`src/hdl/sbc_pkg.sv`:
```
// Purpose: shared constants and types for the two-bank command state logic
// Assumes: 50 MHz system clock, one rising-edge domain
// Notes: timing figures in ns, cycle counts derived from them
package sbc_pkg;
  // ==========================================================
  // clock and timing
  localparam int CLK_PERIOD_NS = 20;
  localparam int ROW_PRECHARGE_NS = 20;
  localparam int ROW_TO_COLUMN_DELAY_NS = 20;
  localparam int DATA_IN_TO_PRECHARGE_NS = 20;
  localparam int BANK_TO_BANK_ACTIVATE_NS = 20;
  localparam int BURST_LEN = 4;
  // least times round up, never below one cycle
  localparam int ROW_PRECHARGE_CYC =
    (ROW_PRECHARGE_NS + CLK_PERIOD_NS - 1) / CLK_PERIOD_NS;
  localparam int ROW_TO_COLUMN_DELAY_CYC =
    (ROW_TO_COLUMN_DELAY_NS + CLK_PERIOD_NS - 1) / CLK_PERIOD_NS;
  localparam int DATA_IN_TO_PRECHARGE_CYC =
    (DATA_IN_TO_PRECHARGE_NS + CLK_PERIOD_NS - 1) / CLK_PERIOD_NS;
  localparam int BANK_TO_BANK_ACTIVATE_CYC =
    (BANK_TO_BANK_ACTIVATE_NS + CLK_PERIOD_NS - 1) / CLK_PERIOD_NS;
  localparam int CNT_W = 4;
  localparam int ADDR_W = 12;
  localparam int BANK_SELECT_BIT = 11;
  localparam int AUTO_PRECHARGE_BIT = 10;

  // ==========================================================
  // commands as {cs_n, ras_n, cas_n, we_n}
  typedef enum logic [3:0] {
    SBC_DESELECT_CMD = 4'h8,
    SBC_NOP_CMD = 4'h7,
    SBC_BURST_STOP_CMD = 4'h6,
    SBC_READ_CMD = 4'h5,
    SBC_WRITE_CMD = 4'h4,
    SBC_ROW_ACTIVATE_CMD = 4'h3,
    SBC_PRECHARGE_CMD = 4'h2,
    SBC_REFRESH_CMD = 4'h1,
    SBC_MODE_REGISTER_SET_CMD = 4'h0
  } sbc_cmd_t;

  // bank states, one-hot
  typedef enum logic [6:0] {
    SBC_IDLE = 7'h01,
    SBC_ROW_TO_COLUMN = 7'h02,
    SBC_ROW_ACTIVE = 7'h04,
    SBC_WRITE_BURST = 7'h08,
    SBC_WRITE_AUTOPRECHARGE = 7'h10,
    SBC_WRITE_RECOVERY = 7'h20,
    SBC_ROW_PRECHARGE = 7'h40
  } sbc_bank_state_t;
endpackage
```
`src/hdl/sbc_cmd_if.sv`:
```
// Purpose: command pins between controller and two-bank device
// Assumes: one clock, commands sampled on rising edge
// Notes: all pins are one-way, controller to device
`timescale 1ns/1ps
interface sbc_cmd_if;
  logic cs_n;
  logic ras_n;
  logic cas_n;
  logic we_n;
  logic [sbc_pkg::ADDR_W-1:0] addr;
  modport ctrl (output cs_n, output ras_n, output cas_n, output we_n, output addr);
  modport dev (input cs_n, input ras_n, input cas_n, input we_n, input addr);
endinterface

```
`src/hdl/sbc_device.sv`:
```
// What this block does
// RULE1 - write autoprecharge finishes, recovers, then precharges
// RULE2 - controller avoids illegal commands during write autoprecharge
// RULE3 - precharging bank ignores nop commands, idles after tRP
// RULE4 - precharging bank takes no read, write, activate
// RULE5 - after activate, nops wait row-to-column delay
// RULE6 - no read, write, precharge before delay ends
// RULE7 - write recovery returns row-active after recovery time
// RULE8 - read during recovery starts new read burst
// RULE9 - write during recovery restarts write burst
// RULE10 - recovery ignores burst stop; no activate, precharge
// RULE11 - command decoded from select and strobe levels
// RULE12 - separate state per bank, chosen by bank bit
// RULE13 - bank-dependent commands checked against selected bank
// RULE14 - second activate waits bank-to-bank delay; the device does not check it, BANK_TO_BANK_ACTIVATE_CYC is unused
// RULE15 - all inputs sampled on rising clock edge
//
// Purpose: per-bank command state tracking of the memory device
// Assumes: pins come from logic on the same clock
// Notes: illegal_o pulses on any command forbidden in the bank's state
`timescale 1ns/1ps
module sbc_device #(
  parameter int BURST = sbc_pkg::BURST_LEN
) (
  input wire logic sys_clk_i,
  input wire logic nrst_i,
  sbc_cmd_if.dev pins,
  output logic [13:0] bank_state_o,
  output logic read_start_o,
  output logic write_start_o,
  output logic illegal_o
);
  // ==========================================================
  // state of both banks and the registered outputs
  typedef struct packed {
    sbc_pkg::sbc_bank_state_t [1:0] st;
    logic [1:0][sbc_pkg::CNT_W-1:0] cnt;
    logic [1:0] ap;
    logic [13:0] state_out;
    logic rd;
    logic wr;
    logic bad;
  } sbc_dev_t;

  sbc_dev_t cur;
  sbc_dev_t next_cur;
  // decoded command of this edge and the bank it names
  sbc_pkg::sbc_cmd_t cmd;
  logic bank;
  logic ap_bit;

  // ==========================================================
  // command decode
  // RULE11 decode strobe levels
  always_comb begin
    if (pins.cs_n) begin
      cmd = sbc_pkg::SBC_DESELECT_CMD;
    end else begin
      cmd = sbc_pkg::sbc_cmd_t'({1'b0, pins.ras_n, pins.cas_n, pins.we_n});
    end
  end
  // RULE12 bank select bit
  assign bank = pins.addr[sbc_pkg::BANK_SELECT_BIT];
  // auto-precharge request rides on the address
  assign ap_bit = pins.addr[sbc_pkg::AUTO_PRECHARGE_BIT];

  // ==========================================================
  // next state of both banks
  // timed states stand for n edges after their command, so a command on
  // one of those edges is judged against the waiting state, not the next one
  always_comb begin
    next_cur = cur;
    next_cur.rd = 1'b0;
    next_cur.wr = 1'b0;
    next_cur.bad = 1'b0;
    // RULE15 one decision per edge
    for (int b = 0; b < 2; b++) begin
      if (cur.cnt[b] != '0) begin
        next_cur.cnt[b] = cur.cnt[b] - 1'b1;
      end
      unique case (cur.st[b])
        // idle bank opens a row on activate
        sbc_pkg::SBC_IDLE: begin
          if (cmd == sbc_pkg::SBC_ROW_ACTIVATE_CMD && bank == b[0]) begin
            next_cur.st[b] = sbc_pkg::SBC_ROW_TO_COLUMN;
            next_cur.cnt[b] = sbc_pkg::CNT_W'(sbc_pkg::ROW_TO_COLUMN_DELAY_CYC - 1);
          end
        end
        // RULE5 wait row-to-column
        sbc_pkg::SBC_ROW_TO_COLUMN: begin
          if (cur.cnt[b] == '0) begin
            next_cur.st[b] = sbc_pkg::SBC_ROW_ACTIVE;
          end
        end
        // open row starts bursts or precharges
        sbc_pkg::SBC_ROW_ACTIVE: begin
          if (bank == b[0] && cmd == sbc_pkg::SBC_WRITE_CMD) begin
            next_cur.st[b] = ap_bit ? sbc_pkg::SBC_WRITE_AUTOPRECHARGE
                                    : sbc_pkg::SBC_WRITE_BURST;
            next_cur.cnt[b] = sbc_pkg::CNT_W'(BURST - 1);
            next_cur.wr = 1'b1;
          end else if (bank == b[0] && cmd == sbc_pkg::SBC_READ_CMD) begin
            next_cur.rd = 1'b1;
          end else if (bank == b[0] && cmd == sbc_pkg::SBC_PRECHARGE_CMD) begin
            next_cur.st[b] = sbc_pkg::SBC_ROW_PRECHARGE;
            next_cur.cnt[b] = sbc_pkg::CNT_W'(sbc_pkg::ROW_PRECHARGE_CYC - 1);
          end
        end
        // plain write burst ends in recovery
        sbc_pkg::SBC_WRITE_BURST: begin
          if (cur.cnt[b] == '0) begin
            next_cur.st[b] = sbc_pkg::SBC_WRITE_RECOVERY;
            next_cur.ap[b] = 1'b0;
            next_cur.cnt[b] = sbc_pkg::CNT_W'(sbc_pkg::DATA_IN_TO_PRECHARGE_CYC - 1);
          end
        end
        // RULE1 finish, recover, precharge
        sbc_pkg::SBC_WRITE_AUTOPRECHARGE: begin
          if (cur.cnt[b] == '0) begin
            next_cur.st[b] = sbc_pkg::SBC_WRITE_RECOVERY;
            next_cur.ap[b] = 1'b1;
            next_cur.cnt[b] = sbc_pkg::CNT_W'(sbc_pkg::DATA_IN_TO_PRECHARGE_CYC - 1);
          end
        end
        // write recovery restarts a burst or waits out its time
        sbc_pkg::SBC_WRITE_RECOVERY: begin
          // RULE8 read restarts burst
          if (bank == b[0] && cmd == sbc_pkg::SBC_READ_CMD && !cur.ap[b]) begin
            next_cur.st[b] = sbc_pkg::SBC_ROW_ACTIVE;
            next_cur.rd = 1'b1;
          // RULE9 write restarts burst
          end else if (bank == b[0] && cmd == sbc_pkg::SBC_WRITE_CMD && !cur.ap[b]) begin
            next_cur.st[b] = ap_bit ? sbc_pkg::SBC_WRITE_AUTOPRECHARGE
                                    : sbc_pkg::SBC_WRITE_BURST;
            next_cur.cnt[b] = sbc_pkg::CNT_W'(BURST - 1);
            next_cur.wr = 1'b1;
          // RULE7 recovery time done
          end else if (cur.cnt[b] == '0) begin
            if (cur.ap[b]) begin
              next_cur.st[b] = sbc_pkg::SBC_ROW_PRECHARGE;
              next_cur.cnt[b] = sbc_pkg::CNT_W'(sbc_pkg::ROW_PRECHARGE_CYC - 1);
            end else begin
              next_cur.st[b] = sbc_pkg::SBC_ROW_ACTIVE;
            end
          end
        end
        // RULE3 idle after precharge
        sbc_pkg::SBC_ROW_PRECHARGE: begin
          if (cur.cnt[b] == '0) begin
            next_cur.st[b] = sbc_pkg::SBC_IDLE;
          end
        end
        // broken one-hot code falls back to idle
        default: begin
          next_cur.st[b] = sbc_pkg::SBC_IDLE;
        end
      endcase
    end
    // RULE13 legality against selected bank
    unique case (cmd)
      sbc_pkg::SBC_REFRESH_CMD, sbc_pkg::SBC_MODE_REGISTER_SET_CMD: begin
        next_cur.bad = (cur.st[0] != sbc_pkg::SBC_IDLE) ||
                       (cur.st[1] != sbc_pkg::SBC_IDLE);
      end
      sbc_pkg::SBC_BURST_STOP_CMD: begin
        // RULE10 burst stop ignored in recovery
        next_cur.bad = (cur.st[0] == sbc_pkg::SBC_WRITE_AUTOPRECHARGE) ||
                       (cur.st[1] == sbc_pkg::SBC_WRITE_AUTOPRECHARGE);
      end
      sbc_pkg::SBC_READ_CMD, sbc_pkg::SBC_WRITE_CMD: begin
        next_cur.bad = !(cur.st[bank] inside {sbc_pkg::SBC_ROW_ACTIVE,
                         sbc_pkg::SBC_WRITE_BURST}) &&
                       !(cur.st[bank] == sbc_pkg::SBC_WRITE_RECOVERY && !cur.ap[bank]);
      end
      sbc_pkg::SBC_ROW_ACTIVATE_CMD: begin
        next_cur.bad = cur.st[bank] != sbc_pkg::SBC_IDLE;
      end
      sbc_pkg::SBC_PRECHARGE_CMD: begin
        next_cur.bad = !(cur.st[bank] inside {sbc_pkg::SBC_IDLE, sbc_pkg::SBC_ROW_ACTIVE,
                         sbc_pkg::SBC_ROW_PRECHARGE, sbc_pkg::SBC_WRITE_BURST});
      end
      default: begin
        next_cur.bad = 1'b0;
      end
    endcase
    next_cur.state_out = {next_cur.st[1], next_cur.st[0]};
  end

  // ==========================================================
  // state register
  always_ff @(posedge sys_clk_i or negedge nrst_i) begin
    if (!nrst_i) begin
      // reset leaves both banks idle, pulses low
      cur <= '{st: '{sbc_pkg::SBC_IDLE, sbc_pkg::SBC_IDLE},
               state_out: {sbc_pkg::SBC_IDLE, sbc_pkg::SBC_IDLE}, default: '0};
    end else begin
      cur <= next_cur;
    end
  end

  // ==========================================================
  // outputs, each straight from the state register
  assign bank_state_o = cur.state_out;
  assign read_start_o = cur.rd;
  assign write_start_o = cur.wr;
  assign illegal_o = cur.bad;
endmodule

```
`src/flat_wrapper.sv`:
```
// flat-port wrapper written by rule: the top's interface ports become plain ports
module sbc_device_flat 
#(
  parameter int BURST = sbc_pkg::BURST_LEN
)
  (sys_clk_i, nrst_i, bank_state_o, read_start_o, write_start_o, illegal_o, pins_cs_n, pins_ras_n, pins_cas_n, pins_we_n, pins_addr);
  sbc_cmd_if pins_i ();
  input wire logic sys_clk_i;
  input wire logic nrst_i;
  output logic [13:0] bank_state_o;
  output logic read_start_o;
  output logic write_start_o;
  output logic illegal_o;
  input wire logic [$bits(pins_i.cs_n)-1:0] pins_cs_n;
  input wire logic [$bits(pins_i.ras_n)-1:0] pins_ras_n;
  input wire logic [$bits(pins_i.cas_n)-1:0] pins_cas_n;
  input wire logic [$bits(pins_i.we_n)-1:0] pins_we_n;
  input wire logic [$bits(pins_i.addr)-1:0] pins_addr;
  assign pins_i.cs_n = pins_cs_n;
  assign pins_i.ras_n = pins_ras_n;
  assign pins_i.cas_n = pins_cas_n;
  assign pins_i.we_n = pins_we_n;
  assign pins_i.addr = pins_addr;
  sbc_device #(.BURST(BURST)) u_core (.sys_clk_i(sys_clk_i), .nrst_i(nrst_i), .pins(pins_i), .bank_state_o(bank_state_o), .read_start_o(read_start_o), .write_start_o(write_start_o), .illegal_o(illegal_o));
endmodule
```
`config.mk`:
```
export PLATFORM = sky130hd
export DESIGN_NAME = sbc_device_flat
export DESIGN_NICKNAME = d
export VERILOG_FILES = /design/src/hdl/sbc_pkg.sv /design/src/hdl/sbc_cmd_if.sv /design/src/hdl/sbc_device.sv /design/src/flat_wrapper.sv
export SDC_FILE = /design/constraint.sdc
export NUM_CORES = 1
export LEC_CHECK = 0
export BUFFER_PORTS_ARGS = -buffer_cell sky130_fd_sc_hd__buf_2
export CAP_MARGIN = 25
export CORE_MARGIN = 2
export CORE_UTILIZATION = 25
export DETAILED_ROUTE_END_ITERATION = 8
export PLACE_DENSITY = 0.52
export SYNTH_ARGS = -nofsm -noshare
export SYNTH_HDL_FRONTEND = slang
export SYNTH_SLANG_ARGS = --single-unit
```
`constraint.sdc`:
```
create_clock -name sys_clk_i -period 5.9 [get_ports sys_clk_i]
set_clock_uncertainty 0.2 [all_clocks]
set_input_delay 1.18 -clock sys_clk_i [delete_from_list [all_inputs] [get_ports sys_clk_i]]
set_output_delay 1.18 -clock sys_clk_i [all_outputs]
set_load 0.01 [all_outputs]
```
==> impl_results.md, run 1 <==
* Gr usage total at 0.1303
* Std-Cell Rows at 34
* Number of violations reported at the end of detailed-routing iteration 0 at about 170
* Area of the mapped netlist at about 0.0022 sq mm
* Core box area at approximately 0.0086 sq mm
* Sequential area share after synthesis at 0.3088
* Root cell of the clock tree: sky130_fd_sc_hd__clkbuf_8
* Critical Path Start Type: input port
* Clock transition at the registers of the reported paths at about 0.09 ns
* Leak at about 1 nW
* Startpoint of the worst register-to-register path: u_core.cur[23]$_DFF_PN0_
* FF-to-FF End: u_core.cur[23]$_DFF_PN0_
* Most frequent cells in the layout: 33 x sky130_fd_sc_hd__nor2_1, 25 x sky130_fd_sc_hd__dfrtp_1, 24 x sky130_fd_sc_hd__buf_2, 19 x sky130_fd_sc_hd__nand2_1, 15 x sky130_fd_sc_hd__inv_1
* Count of distinct cell types in the synthesized netlist at 64
* Vertical extent of the die at 97.72 um
* Worst slew margin at 0.4962
* #FFs+latches synth at 27
* Count of warnings emitted by yosys at 0
* Max Cap Viol at 0
* Global-route wire length before repair at around 10000 um
* Cts bufs inserted at 3
* Worst-case vdd ir drop at slightly below 0.08 mV
* Layout cell share with drive strength beyond 1 at 0.1481
* Placed Cells at about 370
* Post-synth top flop: sky130_fd_sc_hd__dfrtp_1
* Maximum operating frequency at ~330 MHz
* Hold Crit Start: u_core.cur[22]$_DFF_PN0_
* Largest driver fanout on the critical path at 7
* Type of destination of the critical path: flip-flop
* Worst-case reg-to-reg path depth at 7
* Endpoint of the worst hold-timing path: u_core.cur[22]$_DFF_PN0_
* Number of flops mapped to enable cells by yosys at 0
* Period utilization at 0.5140
* Remaining design rule violation count at 0
* Via count of the first global-routing pass at 1985
* Port bufs at 24
* Fin crit period at approximately 3 ns
* Setup repair after global routing missed its margin: false
* CP required at ~5.8 ns
* Type of the most critical hold path: flip-flop to flip-flop
* Post-detailed-route count of antenna-violating nets at 0
* Filler cells at 941
* Final wirelength at slightly below 6000 um
* Post-synthesis net count at between 200 and 300
* Slew Limit Fails at 0
* Cts-stage hold buffer count at 0
* Floorplan die area at 0.009549 sq mm
* Area grow syn2layout at 5.698%
* Post-synthesis cell count at between 200 and 300
* Arrival time of the worst setup path at slightly below 3 ns
* CTS H-tree depth at 1
* Fin nets at ~290
* Gates resized, CTS repair at 0
* Detailed placer's ending HPWL at approximately 4400 um
* Setup TNS at 0 ns
* Die extent in x at 97.72 um
* Result of the run: completed
* Ys async rst share at 1.000
* Average routed wire per standard cell at approximately 16 um
* Num ports at 35
* Worst skew pair latency at around 0.27 ns
* Pin count of the biggest net entering global routing at 28
* Most common library cell in the layout ignoring fill and taps: sky130_fd_sc_hd__nor2_1
* Initial antenna violation count at 0
* Post-Syn Area per Cell at ~8.1 sq um
* Max Buffers Root-to-Sink at 2
* Per-cell via count in the routed design at ~5.3
* TritonCTS clock tree: done
* Overall power at 0.0006828 W
* Pre-Repair DR Iteration Count at 4
* Overall via count from detail_route at 1986
* Setup slack of the worst register-to-register path at approximately 3.2 ns
* Final setup violation count at 0
* Hold violation count in the final report at 0
* Slew of the pin with the lowest slew margin at approximately 0.75 ns
* Aggregate global routing overflow at 0
* Antenna diode count at 0
* Power per standard cell area at between 200 and 300 mW/mm^2
* Number of clock sinks seen by CTS at 27
* Final weighted congestion in routability-driven placement at 0.8501
* Cell depth of the worst hold path at 2
* Category of the most critical setup path: input port to flip-flop
* Post-Layout Cell Count at approximately 380
* Initial cell density of the core at 0.2543
* Number of post-CTS setup repair buffers at 0
per-layer routing:
metal  track usage  routed length, um  up-vias
li1              -                  -      982
met1        0.2077               3132      941
met2        0.1825               2453       59
met3       0.01727                272        4
met4       0.03419                 54        0
met5             0                  0        -
cell usage after synthesis (4+ instances only):
cell	instances	area, sq um
sky130_fd_sc_hd__buf_2	7	35.03
sky130_fd_sc_hd__clkbuf_1	5	18.77
sky130_fd_sc_hd__o21a_1	5	37.54
sky130_fd_sc_hd__nor2_1	33	123.9
sky130_fd_sc_hd__nand2_1	19	71.32
sky130_fd_sc_hd__nand3_1	10	50.05
sky130_fd_sc_hd__xor2_1	6	52.55
sky130_fd_sc_hd__ha_1	4	50.05
sky130_fd_sc_hd__nor3_1	11	55.05
sky130_fd_sc_hd__nor2b_1	4	25.02
sky130_fd_sc_hd__nor4_1	7	43.79
sky130_fd_sc_hd__inv_1	15	56.30
sky130_fd_sc_hd__nand4_1	5	31.28
sky130_fd_sc_hd__and3_1	4	25.02
sky130_fd_sc_hd__o21ai_0	13	65.06
sky130_fd_sc_hd__a21oi_1	9	45.04
sky130_fd_sc_hd__dfrtp_1	25	625.6
sky130_fd_sc_hd__buf_4	14	105.1
worst max-delay path, stage by stage:
cell                        delay (ns)
sky130_fd_sc_hd__buf_2            0.14
sky130_fd_sc_hd__nor4b_1          0.68
sky130_fd_sc_hd__nand2_1          0.14
sky130_fd_sc_hd__and3_1           0.21
sky130_fd_sc_hd__a2111oi_2        0.50
sky130_fd_sc_hd__nor2_1           0.11
stage by stage:
stage / hold WS [ns] / util / worst slack [ns] / instance area (sq um)
2_1_floorplan: 0.3295 / - / 3.226 / 2196
3_3_place_gp: 0.3766 / 0.2635 / 2.610 / 2276
3_5_place_dp: 0.3780 / 0.2635 / 2.593 / 2276
4_1_cts: 0.4048 / 0.2688 / 2.884 / 2321
5_1_grt: 0.4378 / 0.2688 / 2.610 / 2321
6_report: 0.3954 / 0.2688 / 2.867 / 2321
kinds of logic (layout without fill, tap and decap cells):
family / after synthesis / in the layout / share of synthesized area
adder cells (fa/ha/maj): 4 / 4 / 0.02279
buffers and inverters: 44 / 44 / 0.1071
flip-flops: 27 / 27 / 0.3088
AO/OA/AOI/OAI: 64 / 64 / 0.2142
AND/OR/NAND/NOR: 120 / 120 / 0.2997
XOR/XNOR: 8 / 8 / 0.03191
multiplexers: 3 / 3 / 0.01538
where the power goes:
group | internal (W) | switching, W | leakage [nW] | total (W)
clock | 0.0000484 | 0.0000578 | 0.0228 | 0.000106
sequential | 0.000222 | 0.0000401 | 0.359 | 0.000263
combinational | 0.000131 | 0.000183 | 0.600 | 0.000314
cell type report:
class	instances	area, sq um	area share
tap	108	135.1	0.05822
timing repair buffer	24	120.1	0.05175
clock buffer	4	45.04	0.01941
inverter	16	60.06	0.02588
sequential	27	678.2	0.2922
multi-input combinational	199	1282	0.5526
state kept, by name, indices dropped and copies added, names as in the netlist:
register / count
u_core.write_start_o: 1
u_core.read_start_o: 1
u_core.bank_state_o: 1
u_core.illegal_o: 1
u_core.cur: 23
worst max-delay path by stage:
stage              start                  endpoint  slack, ns  depth (start not counted)
6_report       pins_cs_n  u_core.cur[25]$_DFF_PN0_       2.87                          6
3_5_place_dp   pins_cs_n  u_core.cur[25]$_DFF_PN0_       2.59                          6
5_1_grt        pins_cs_n  u_core.cur[25]$_DFF_PN0_       2.61                          6
4_1_cts        pins_cs_n  u_core.cur[25]$_DFF_PN0_       2.88                          6
2_1_floorplan  pins_cs_n  u_core.cur[25]$_DFF_PN0_       3.23                          5
3_3_place_gp   pins_cs_n  u_core.cur[25]$_DFF_PN0_       2.61                          6
No activity file was read; power rests on OpenSTA's default activity.
==> run 2: changes to the inputs <==
- clock period: 5.9 -> 3.2 ns (I/O delays scaled with it)
==> run 2 against run 1 <==
  * Non-clock buffer count grew 3
  * Global-route usage down 0.085 points
  * Sequential power increased by 84%
  * Worst setup slack worse by 1.9 ns
  * Total power increased by 88%
  * Final cell count is 0.79% higher
  * Utilization grew 0.28 points
  * Via count is 1.3% higher
  * Flip-flop and latch count stayed put
  * Combinational power increased by 88%
  * Critical path type is now flip-flop to flip-flop
  * Critical endpoint is now u_core.cur[23]$_DFF_PN0_
  * Largest cell class unchanged
==> impl_results.md, run 2 (synthesized netlist as in run 1, its figures left out) <==
* Result of the run: completed
* Setup crit start: u_core.cur[35]$_DFF_PN0_
* Cts bufs inserted at 3 (unchanged)
* Gates resized, CTS repair at 0 (unchanged)
* Remaining design rule violation count at 0 (unchanged)
* Final weighted congestion in routability-driven placement at 0.8219 (-3.3%)
* Cts-stage hold buffer count at 0 (unchanged)
* Filler cells at 944 (+0.32%)
* Worst-case reg-to-reg path depth at 5 (-2)
* Arrival time of the worst setup path at 2.18 ns (-0.80 ns)
* Pin count of the biggest net entering global routing at 28 (unchanged)
* Largest driver fanout on the critical path at 8 (+1)
* Pre-Repair DR Iteration Count at 4 (unchanged)
* Worst-case vdd ir drop at 0.1515 mV (+94%)
* Most common library cell in the layout ignoring fill and taps: sky130_fd_sc_hd__nor2_1
* Detailed placer's ending HPWL at 4442 um (+1.3%)
* Overall via count from detail_route at 2011 (+1.3%)
* Antenna diode count at 0 (unchanged)
* Design Area, Final at 0.002345 sq mm (+1.0%)
* Fin crit period at around 2.3 ns
* Post-Layout Cell Count at 381 (+0.79%)
* Critical Path Start Type: flip-flop
* Via count of the first global-routing pass at 1930 (-2.8%)
* Type of destination of the critical path: flip-flop
* Startpoint of the worst register-to-register path: u_core.cur[35]$_DFF_PN0_
* Most flops, register: u_core.cur
* Setup repair after global routing missed its margin: false
* Std-Cell Rows at 34 (unchanged)
* Worst Setup Slack, final at 0.9413 ns (-1.926 ns)
* Worst slew margin at 0.5622 (+0.06600)
* Leak at 0.9996 nW (+1.8%)
* Type of the most critical hold path: input port to asynchronous set/reset pin
* FF-to-FF End: u_core.cur[23]$_DFF_PN0_
* Hold violation count in the final report at 0 (unchanged)
* Global-route wire length before repair at 10120 um (-1.6%)
* Number of clock sinks seen by CTS at 27 (unchanged)
* Die extent in x at 97.72 um (unchanged)
* Area grow syn2layout at 6.781%
* Fin nets at 296 (+1.0%)
* Power per standard cell area at 546.6 mW/mm^2 (+86%)
* Aggregate global routing overflow at 0 (unchanged)
* Pre-CTS setup slack at 0.7366 ns (-1.856 ns)
* Root cell of the clock tree: sky130_fd_sc_hd__clkbuf_8
* Max Buffers Root-to-Sink at 2 (unchanged)
* Final wirelength at 5951 um (+0.66%)
* Number of violations reported at the end of detailed-routing iteration 0 at 239 (+42%)
* Slew of the pin with the lowest slew margin at 0.6498 ns (-0.09537 ns)
* Worst path slowest cell: sky130_fd_sc_hd__dfrtp_1
* Floorplan die area at 0.009549 sq mm (unchanged)
* Vertical extent of the die at 97.72 um (unchanged)
* CTS H-tree depth at 1 (unchanged)
* Worst stage delay on the critical path at 0.49 ns (-0.19 ns)
* TritonCTS clock tree: done
* Initial antenna violation count at 0 (unchanged)
* Average routed wire per standard cell at 15.62 um (-0.13%)
* Maximum operating frequency at approximately 440 MHz
* Initial cell density of the core at 0.2543 (unchanged)
* Setup slack of the worst register-to-register path at 0.94 ns (-2.27 ns)
* Period utilization at 0.7058
* Per-cell via count in the routed design at 5.278 (+0.46%)
* Final setup violation count at 0 (unchanged)
* Category of the most critical setup path: flip-flop to flip-flop
* Setup TNS at 0 ns (unchanged)
* Dpl cell area at 0.002298 sq mm (+0.99%)
* Number of flip-flops in the largest register at 23 (unchanged)
* Critical path capture point: u_core.cur[23]$_DFF_PN0_
* Most frequent cells in the layout: 33 x sky130_fd_sc_hd__nor2_1, 25 x sky130_fd_sc_hd__dfrtp_1, 24 x sky130_fd_sc_hd__buf_2, 19 x sky130_fd_sc_hd__nand2_1, 15 x sky130_fd_sc_hd__inv_1
* Core box area at 0.008636 sq mm (unchanged)
* Port bufs at 24 (unchanged)
* Post-detailed-route count of antenna-violating nets at 0 (unchanged)
* Gr usage total at 0.1294 (-0.0008487)
* CP required at 3.12 ns (-2.72 ns)
* Fin util at 0.2715 (+0.002753)
* Worst skew pair latency at 0.28 ns (about the same)
* Max Cap Viol at 0 (unchanged)
* Num ports at 35 (unchanged)
* Number of post-CTS setup repair buffers at 0 (unchanged)
* Slew Limit Fails at 0 (unchanged)
* Placed Cells at 377 (+0.80%)
* Cells along the critical path: nor3_2 > nand3_1 > a221o_1 > o21bai_1 > o2111ai_1
* Layout cell share with drive strength beyond 1 at 0.1612 (+0.01302)
* Clock transition at the registers of the reported paths at 0.10 ns (about the same)
-- run 2: cell types whose count changed in the layout (fill, tap and decap cells not counted), sizes merged --
cell | previous run | this run
buf | 24 | 27
clkbuf | 4 | 3
clkinv | 1 | 2
-- run 2: worst min-delay path by stage --
| stage | from | slack [ns] | end |
|---|---|---|---|
| after floorplan | nrst_i | 0.14 | u_core.bank_state_o[6]$_DFF_PN0_ |
| after global placement | u_core.cur[22]$_DFF_PN0_ | 0.37 | u_core.cur[22]$_DFF_PN0_ |
| after detailed placement | u_core.cur[20]$_DFF_PN0_ | 0.37 | u_core.cur[20]$_DFF_PN0_ |
| after CTS | nrst_i | 0.20 | u_core.cur[31]$_DFF_PN0_ |
| after global routing | nrst_i | 0.22 | u_core.cur[17]$_DFFE_PN0P_ |
| final | nrst_i | 0.17 | u_core.cur[17]$_DFFE_PN0P_ |
-- run 2: cell type report --
type / count / area [sq um] / share of cell area
timing repair buffer: 27 / 142.6 / 0.06083
clock inverter: 1 / 5.005 / 0.002134
sequential: 27 / 678.2 / 0.2892
tap: 108 / 135.1 / 0.05763
multi-input combinational: 199 / 1282 / 0.5470
inverter: 16 / 60.06 / 0.02561
clock buffer: 3 / 41.29 / 0.01761
-- run 2: per-layer routing --
layer | vias up | global-route usage | share of wire
li1 | 990 | - | -
met1 | 965 | 0.2051 | 0.52
met2 | 51 | 0.1809 | 0.42
met3 | 5 | 0.01727 | 0.047
met4 | 0 | 0.03739 | 0.011
met5 | - | 0 | 0
-- run 2: critical path, delay by kind of cell (launching register included) --
kind / cells / cell delay (ns)
AOI/OAI and AO/OA: 3 / 0.72
and+or+nand+nor: 2 / 0.69
DFF: 1 / 0.49
-- run 2: through the flow --
step	power, W	hold slack (ns)
2_1_floorplan	0.0009308	0.1444
3_3_place_gp	0.001080	0.3743
3_5_place_dp	0.001087	0.3708
4_1_cts	0.001296	0.1960
5_1_grt	0.001410	0.2185
6_report	0.001282	0.1681
-- run 2: power breakdown --
part	switching (W)	internal (W)	leakage (nW)	total, W
Sequential	0.0000750	0.000410	0.359	0.000485
Clock	0.000118	0.0000876	0.0255	0.000205
Combinational	0.000335	0.000257	0.615	0.000591
Total	0.000527	0.000754	1.00	0.00128
